File: config.mk
export PLATFORM = sky130hd
export DESIGN_NAME = spi_slave_port
export DESIGN_NICKNAME = d
export VERILOG_FILES = /design/src/rtl/spi_slave_pkg.sv /design/src/rtl/spi_slave_port.sv /design/src/rtl/spi_edge_sync.sv
export SDC_FILE = /design/constraint.sdc
export NUM_CORES = 1
export LEC_CHECK = 0
export BUFFER_PORTS_ARGS = -buffer_cell sky130_fd_sc_hd__buf_2
export CORE_UTILIZATION = 47
export CTS_CLUSTER_SIZE = 28
export DETAILED_ROUTE_END_ITERATION = 6
export GPL_TIMING_DRIVEN = 0
export PLACE_DENSITY = 0.79
export SLEW_MARGIN = 10
export SYNTH_ARGS = -nofsm -noshare
export SYNTH_HDL_FRONTEND = slang
export SYNTH_HIERARCHICAL = 1
export SYNTH_SLANG_ARGS = --single-unit
File: constraint.sdc
create_clock -name CLK_SYS -period 1.7 [get_ports CLK_SYS]
set_input_delay 0.17 -clock CLK_SYS [delete_from_list [all_inputs] [get_ports CLK_SYS]]
set_output_delay 0.17 -clock CLK_SYS [all_outputs]
set_load 0.005 [all_outputs]
File: src/rtl/spi_slave_pkg.sv
// Notes on behaviour
// - Serial port acts as slave only while the controller-select bit 0 is clear.
// - Clock phase comes from format bit 16; clear is phase 0, set is phase 1.
// - Clock polarity bit 17 of the format register picks the active clock edge.
// - Serial clock period at least (prescale+1), or two, bus clocks, never under 25 ns.
// - Output changes after rising edge when polarity equals phase, else after falling.
// - Input sampled on falling edge when polarity equals phase, else on rising edge.
package spi_slave_pkg;

   // ----------------------------------------------------------------
   // Register field layout
   // ----------------------------------------------------------------
   localparam int unsigned CTRL_MASTER_BIT = 0;
   localparam int unsigned FMT_PHASE_BIT   = 16;
   localparam int unsigned FMT_POL_BIT     = 17;
   localparam int unsigned FMT_PS_LSB      = 8;
   localparam int unsigned FMT_PS_MSB      = 15;
   localparam int unsigned FMT_WIDTH       = 32;
   localparam int unsigned CTRL_WIDTH      = 32;

   // ----------------------------------------------------------------
   // Word and timing constants
   // ----------------------------------------------------------------
   localparam int unsigned WORD_BITS       = 16;
   localparam logic [4:0]  LAST_BIT        = 5'h0f;
   localparam logic [4:0]  BIT_ZERO        = 5'h00;
   localparam logic [15:0] WORD_RESET      = 16'h0000;
   localparam int unsigned MIN_PERIOD_NS   = 25;
   localparam int unsigned SYS_PERIOD_NS   = 100;
   // Least period rounds up, never below one cycle.
   localparam int unsigned MIN_PERIOD_CYC  =
      (MIN_PERIOD_NS + SYS_PERIOD_NS - 1) / SYS_PERIOD_NS;
   localparam logic [8:0]  PS_ZERO_CYC     = 9'h002;
   localparam logic [7:0]  PS_ZERO         = 8'h00;
   // Period counter limits; the counter saturates rather than wrapping.
   localparam logic [8:0]  PER_ZERO        = 9'h000;
   localparam logic [8:0]  PER_ONE         = 9'h001;
   localparam logic [8:0]  PER_MAX         = 9'h1ff;
   // Chip select rests high between frames.
   localparam logic        CS_IDLE_LEVEL   = 1'b1;

endpackage : spi_slave_pkg

File: src/rtl/spi_slave_port.sv
`timescale 1ns/1ps
module spi_slave_port (
   input  wire logic        CLK_SYS,
   input  wire logic        SYS_RST,
   input  wire logic [31:0] SERIAL_GLOBAL_CONTROL_REG,
   input  wire logic [31:0] SERIAL_FORMAT_REG,
   input  wire logic        SERIAL_CLOCK_PIN,
   input  wire logic        SERIAL_IN_PIN,
   input  wire logic        CS_N_PIN,
   input  wire logic [15:0] TX_WORD,
   output logic             TX_TAKEN,
   output logic             SERIAL_OUT_PIN,
   output logic             SERIAL_OUT_OE,
   output logic [15:0]      RX_WORD,
   output logic             RX_VALID,
   output logic             CLOCK_TOO_FAST
);

   // ----------------------------------------------------------------
   // Mode decode
   // ----------------------------------------------------------------
   logic       slave_en;
   logic       phase;
   logic       pol;
   logic [7:0] ps;
   logic [8:0] min_cyc;

   // Slave only when the controller-select bit is clear.
   assign slave_en = ~SERIAL_GLOBAL_CONTROL_REG[spi_slave_pkg::CTRL_MASTER_BIT];
   assign phase    = SERIAL_FORMAT_REG[spi_slave_pkg::FMT_PHASE_BIT];
   assign pol      = SERIAL_FORMAT_REG[spi_slave_pkg::FMT_POL_BIT];
   assign ps       = SERIAL_FORMAT_REG[spi_slave_pkg::FMT_PS_MSB:spi_slave_pkg::FMT_PS_LSB];

   // Least clock period in bus cycles for the programmed prescale.
   function automatic logic [8:0] least_cycles(input logic [7:0] p);
      logic [8:0] c;
      c = (p == spi_slave_pkg::PS_ZERO) ? spi_slave_pkg::PS_ZERO_CYC
                                        : ({1'b0, p} + spi_slave_pkg::PER_ONE);
      if (c < 9'(spi_slave_pkg::MIN_PERIOD_CYC)) begin
         c = 9'(spi_slave_pkg::MIN_PERIOD_CYC);
      end
      return c;
   endfunction : least_cycles

   assign min_cyc = least_cycles(ps);

   // ----------------------------------------------------------------
   // Pin synchronisers
   // ----------------------------------------------------------------
   logic sck_lvl;
   logic sck_rise;
   logic sck_fall;
   logic cs_lvl;
   logic cs_rise;
   logic cs_fall;
   logic mosi_lvl;

   spi_edge_sync u_sck (
      .CLK_SYS (CLK_SYS),
      .SYS_RST (SYS_RST),
      .pin_in  (SERIAL_CLOCK_PIN),
      .level   (sck_lvl),
      .rise    (sck_rise),
      .fall    (sck_fall)
   );

   spi_edge_sync #(.IDLE_LEVEL (spi_slave_pkg::CS_IDLE_LEVEL)) u_cs (
      .CLK_SYS (CLK_SYS),
      .SYS_RST (SYS_RST),
      .pin_in  (CS_N_PIN),
      .level   (cs_lvl),
      .rise    (cs_rise),
      .fall    (cs_fall)
   );

   // Data follows the same two-stage delay so it lines up with the clock edges.
   spi_edge_sync u_mosi (
      .CLK_SYS (CLK_SYS),
      .SYS_RST (SYS_RST),
      .pin_in  (SERIAL_IN_PIN),
      .level   (mosi_lvl),
      .rise    (),
      .fall    ()
   );

   // Edge roles: when polarity equals phase, launch on rise and sample on fall.
   logic same;
   logic launch_edge;
   logic sample_edge;
   assign same        = ~(pol ^ phase);
   assign launch_edge = same ? sck_rise : sck_fall;
   assign sample_edge = same ? sck_fall : sck_rise;

   // ----------------------------------------------------------------
   // Transfer state
   // ----------------------------------------------------------------
   typedef enum logic [1:0] {
      ST_IDLE  = 2'b01,
      ST_SHIFT = 2'b10
   } state_e;

   state_e      state_r,  state_nxt;
   logic [4:0]  cnt_r,    cnt_nxt;
   logic [15:0] rx_sh_r,  rx_sh_nxt;
   logic [15:0] tx_sh_r,  tx_sh_nxt;
   logic [15:0] rx_word_r, rx_word_nxt;
   logic        rx_vld_r, rx_vld_nxt;
   logic        taken_r,  taken_nxt;
   logic        so_r,     so_nxt;
   logic        oe_r,     oe_nxt;
   logic        first_r,  first_nxt;
   logic [8:0]  per_r,    per_nxt;
   logic        fast_r,   fast_nxt;

   // Framing, shifting and period check. A word is complete after its
   // sixteenth sample; a frame cut short drops the partial word.
   always_comb begin
      state_nxt   = state_r;
      cnt_nxt     = cnt_r;
      rx_sh_nxt   = rx_sh_r;
      tx_sh_nxt   = tx_sh_r;
      rx_word_nxt = rx_word_r;
      rx_vld_nxt  = 1'b0;
      taken_nxt   = 1'b0;
      so_nxt      = so_r;
      oe_nxt      = oe_r;
      first_nxt   = first_r;
      per_nxt     = (per_r == spi_slave_pkg::PER_MAX) ? per_r
                                                      : per_r + spi_slave_pkg::PER_ONE;
      fast_nxt    = fast_r;
      unique case (state_r)
         ST_IDLE: begin
            oe_nxt = 1'b0;
            if (cs_fall && slave_en) begin
               state_nxt = ST_SHIFT;
               cnt_nxt   = spi_slave_pkg::BIT_ZERO;
               tx_sh_nxt = TX_WORD;
               taken_nxt = 1'b1;
               so_nxt    = TX_WORD[spi_slave_pkg::WORD_BITS-1];
               oe_nxt    = 1'b1;
               first_nxt = 1'b1;
               fast_nxt  = 1'b0;
            end
         end
         ST_SHIFT: begin
            if (cs_lvl || !slave_en) begin
               state_nxt = ST_IDLE;
               oe_nxt    = 1'b0;
            end else begin
               // Period measured between successive sample edges.
               if (sample_edge) begin
                  per_nxt   = spi_slave_pkg::PER_ONE;
                  first_nxt = 1'b0;
                  if (!first_r && per_r < min_cyc) begin
                     fast_nxt = 1'b1;
                  end
                  rx_sh_nxt = {rx_sh_r[spi_slave_pkg::WORD_BITS-2:0], mosi_lvl};
                  cnt_nxt   = cnt_r + 5'h01;
                  if (cnt_r == spi_slave_pkg::LAST_BIT) begin
                     rx_word_nxt = {rx_sh_r[spi_slave_pkg::WORD_BITS-2:0], mosi_lvl};
                     rx_vld_nxt  = 1'b1;
                     state_nxt   = ST_IDLE;
                  end
               end
               // The top bit is on the line from chip select onwards. In phase 0
               // the first launch edge comes before any sample, so it must leave
               // that bit standing; only launches after a sample move to the next.
               if (launch_edge && cnt_r != spi_slave_pkg::BIT_ZERO) begin
                  tx_sh_nxt = {tx_sh_r[spi_slave_pkg::WORD_BITS-2:0], 1'b0};
                  so_nxt    = tx_sh_r[spi_slave_pkg::WORD_BITS-2];
               end
            end
         end
         default: begin
            state_nxt = ST_IDLE;
            oe_nxt    = 1'b0;
         end
      endcase
   end

   always_ff @(posedge CLK_SYS) begin
      if (SYS_RST) begin
         state_r   <= ST_IDLE;
         cnt_r     <= spi_slave_pkg::BIT_ZERO;
         rx_sh_r   <= spi_slave_pkg::WORD_RESET;
         tx_sh_r   <= spi_slave_pkg::WORD_RESET;
         rx_word_r <= spi_slave_pkg::WORD_RESET;
         rx_vld_r  <= 1'b0;
         taken_r   <= 1'b0;
         so_r      <= 1'b0;
         oe_r      <= 1'b0;
         first_r   <= 1'b0;
         per_r     <= spi_slave_pkg::PER_ZERO;
         fast_r    <= 1'b0;
      end else begin
         state_r   <= state_nxt;
         cnt_r     <= cnt_nxt;
         rx_sh_r   <= rx_sh_nxt;
         tx_sh_r   <= tx_sh_nxt;
         rx_word_r <= rx_word_nxt;
         rx_vld_r  <= rx_vld_nxt;
         taken_r   <= taken_nxt;
         so_r      <= so_nxt;
         oe_r      <= oe_nxt;
         first_r   <= first_nxt;
         per_r     <= per_nxt;
         fast_r    <= fast_nxt;
      end
   end

   assign TX_TAKEN       = taken_r;
   assign SERIAL_OUT_PIN = so_r;
   assign SERIAL_OUT_OE  = oe_r;
   assign RX_WORD        = rx_word_r;
   assign RX_VALID       = rx_vld_r;
   assign CLOCK_TOO_FAST = fast_r;
endmodule : spi_slave_port

File: src/rtl/spi_edge_sync.sv
`timescale 1ns/1ps
module spi_edge_sync #(
   parameter logic IDLE_LEVEL = 1'b0
) (
   input  wire logic CLK_SYS,
   input  wire logic SYS_RST,
   input  wire logic pin_in,
   output logic      level,
   output logic      rise,
   output logic      fall
);

   logic meta_r;
   logic sync_r;
   logic last_r;
   logic meta_nxt;
   logic sync_nxt;
   logic last_nxt;

   // Two-stage synchroniser; only the second stage feeds the edge detect.
   always_comb begin
      meta_nxt = pin_in;
      sync_nxt = meta_r;
      last_nxt = sync_r;
   end

   // Stages reset to the pin's resting level, so that a pin already at
   // rest shows no false edge and a pin that leaves rest is still seen.
   always_ff @(posedge CLK_SYS) begin
      if (SYS_RST) begin
         meta_r <= IDLE_LEVEL;
         sync_r <= IDLE_LEVEL;
         last_r <= IDLE_LEVEL;
      end else begin
         meta_r <= meta_nxt;
         sync_r <= sync_nxt;
         last_r <= last_nxt;
      end
   end

   assign level = sync_r;
   assign rise  = sync_r & ~last_r;
   assign fall  = ~sync_r & last_r;

endmodule : spi_edge_sync

==> qor.txt <==
Fmax = 0.5993 GHz
Layout cells sized above 1 = 31.22%
Max Slew Vio Count = 0
Avg WL per Cell = 13.71 um
Pleak = 0.001823 uW
CORE AREA = 7253 um^2
Slew HR = 53.91%
Vias in the first global route = 2927
Startpoint Class = flop
Syn_area_per_cell = 8.878 um^2
Clock Sinks = 76
Area Overhead vs Synth = 24.23%
Io pins = 106
Vias per cell = 5.311
Crit path DAT = 1.93 ns
HPWL after detailed placement = 5448 um
Maximum vdd ir drop = 0.4486 mV
Buffer depth of the longest clock path = 2
First-pass GRT wire length = 12790 um
Fin crit share = 98.16%
# DRC = 0
Crit path time final = 1.669 ns
Fin Clk Skew = 0.009796 ns
Nets = 568
Fillcell total = 623
Footprint of the multi-input gates = 1996 um^2
Syn_nets = 498
Ys Warns = 6
Setup WS pre-CTS = -0.3425 ns
Largest net degree at the start of global routing = 14
# rows = 31
Die Footprint = 7887 um^2
Register area = 1539 um^2
Routability cong. = 0.8169
Setup CP Type = flop to flop
Die width = 88.81 um
Crit path launch = u_cs/level
Finish-stage setup viols = 0
Required time worst endpoint = 1.96 ns
MaxCap Viol Count = 0
Vias after detailed routing = 3043
Post-synthesis cell count = 399
Routed WL = 7858 um
Die height = 88.81 um
CTS tree = yes
Critical path fanouts, max = 7
Port Buf Inserts = 50
Setup WS post-layout = 0.03129 ns
Crit path capture type = flop
Outcome = finished, final reports clean
Hold/Removal Path Class = primary input to flop
Initial DRC count = 149
H-tree levels = 3
Power Density = 856.6 nW/um^2
Hold_sp = SERIAL_CLOCK_PIN
Gr usage total = 21.22%
Clk slew on worst S/H paths = 0.07 ns
Worst-margin pin slew = 0.6914 ns
Starting density of the core = 48.84%
CTS buffer count = 9
Clock root buffer = clkbuf_8
Hold Vio Cnt, Final = 0
Drt pass-1 iters = 4
Clk Latency, worst-skew pair = 0.35 ns
Cell Area, Synth = 3542 um^2
Grt ovf = 0
Antenna diode count = 0
WHS = 0.03669 ns
Total Power = 3769 uW
RR Startpoint = u_cs/level
Antenna violations before repair = 0
Final ANT Viol Nets = 0
-- worst paths after layout --
| path | endpoint | slack, ns | cells past startpoint |
|---|---|---|---|
| hold / removal | u_sck/meta_r | 0.04 | 2 |
| hold reg to reg | u_cs/level | 0.42 | 1 |
| setup reg to reg | tx_sh_r[2] | 0.03 | 8 |
| setup / recovery | tx_sh_r[2] | 0.03 | 8 |
-- stage by stage --
step	cells	setup TNS, ns	cell area [um^2]	util, %
finish	573	0	4400	60.67
global route	573	-0.3505	4400	60.67
CTS	565	0	4243	58.50
detailed placement	548	-7.382	3918	54.01
global placement	548	-5.740	3918	54.01
floorplan	399	0	3543	-
-- worst max-delay path, cell delays in order (launching register included) --
cell and delay, ns:
dfxtp_4 0.38, and2b_1 0.17, and3b_1 0.17, buf_4 0.16, nand2b_4 0.09, o31ai_4 0.08
buf_4 0.16, buf_4 0.16, a211oi_2 0.19
-- where the power goes --
group          leakage, uW  internal [uW]  switching, uW
registers         0.000619           1810           20.1
clock network     0.000120            978            674
logic              0.00108            128            161
total              0.00182           2910            855
-- flip-flops by register name (all words and copies together) (netlist names), 2 cells and up --
register / flops
tx_sh_r: 15
RX_WORD: 16
rx_sh_r: 15
state_r: 2
per_r: 9
cnt_r: 5
-- timing repair --
| item | in CTS | in global routing |
|---|---|---|
| buffers inserted | 1 | 7 |
| cloned | 0 | 2 |
| pin swaps | 0 | 6 |
| hold buffers | 1 | 0 |
| endpoints found under the setup margin | 46 | 31 |
| gates resized for setup | 20 | 39 |
| endpoints found under the hold margin | 1 | 0 |
-- placed cells by master (no fill, tap or decap), types with 2 or more instances in the layout --
cell	count
a211oi_2	16
a21oi_1	44
a21oi_2	3
a31oi_1	2
and3_1	5
buf_2	56
buf_4	14
buf_6	3
bufinv_16	3
clkbuf_1	11
clkbuf_8	9
clkinv_4	2
dfxtp_1	68
dfxtp_2	5
dfxtp_4	3
ha_1	11
ha_4	2
inv_1	6
mux2i_1	17
nand2_1	54
nand2_2	2
nand2b_1	2
nand2b_4	2
nand3_1	21
nand4_1	7
nor2_1	23
nor2_2	8
nor2b_1	8
nor3_1	6
o21ai_0	10
or2_1	3
or4_4	2
xnor2_1	4
xor2_1	7
-- per-layer routing --
| metal | part of all wire (%) | track usage [%] | vias up |
|---|---|---|---|
| met2 | 51 | 37.55 | 54 |
| met3 | 2.9 | 4.104 | 16 |
| li1 | - | - | 1537 |
| met4 | 2.1 | 10.56 | 0 |
| met1 | 44 | 24.41 | 1436 |
| met5 | 0 | 0 | - |
-- final cells by class --
type | instances | share of cell area [%]
flip-flops and latches | 76 | 34.97
clock buffers | 10 | 2.900
multi-input cells | 290 | 45.35
clock inverters | 6 | 2.559
inverters | 6 | 0.5118
well taps | 99 | 2.815
repair buffers | 61 | 7.563
plain buffers | 25 | 3.327
No activity file was read; power rests on OpenSTA's default activity.
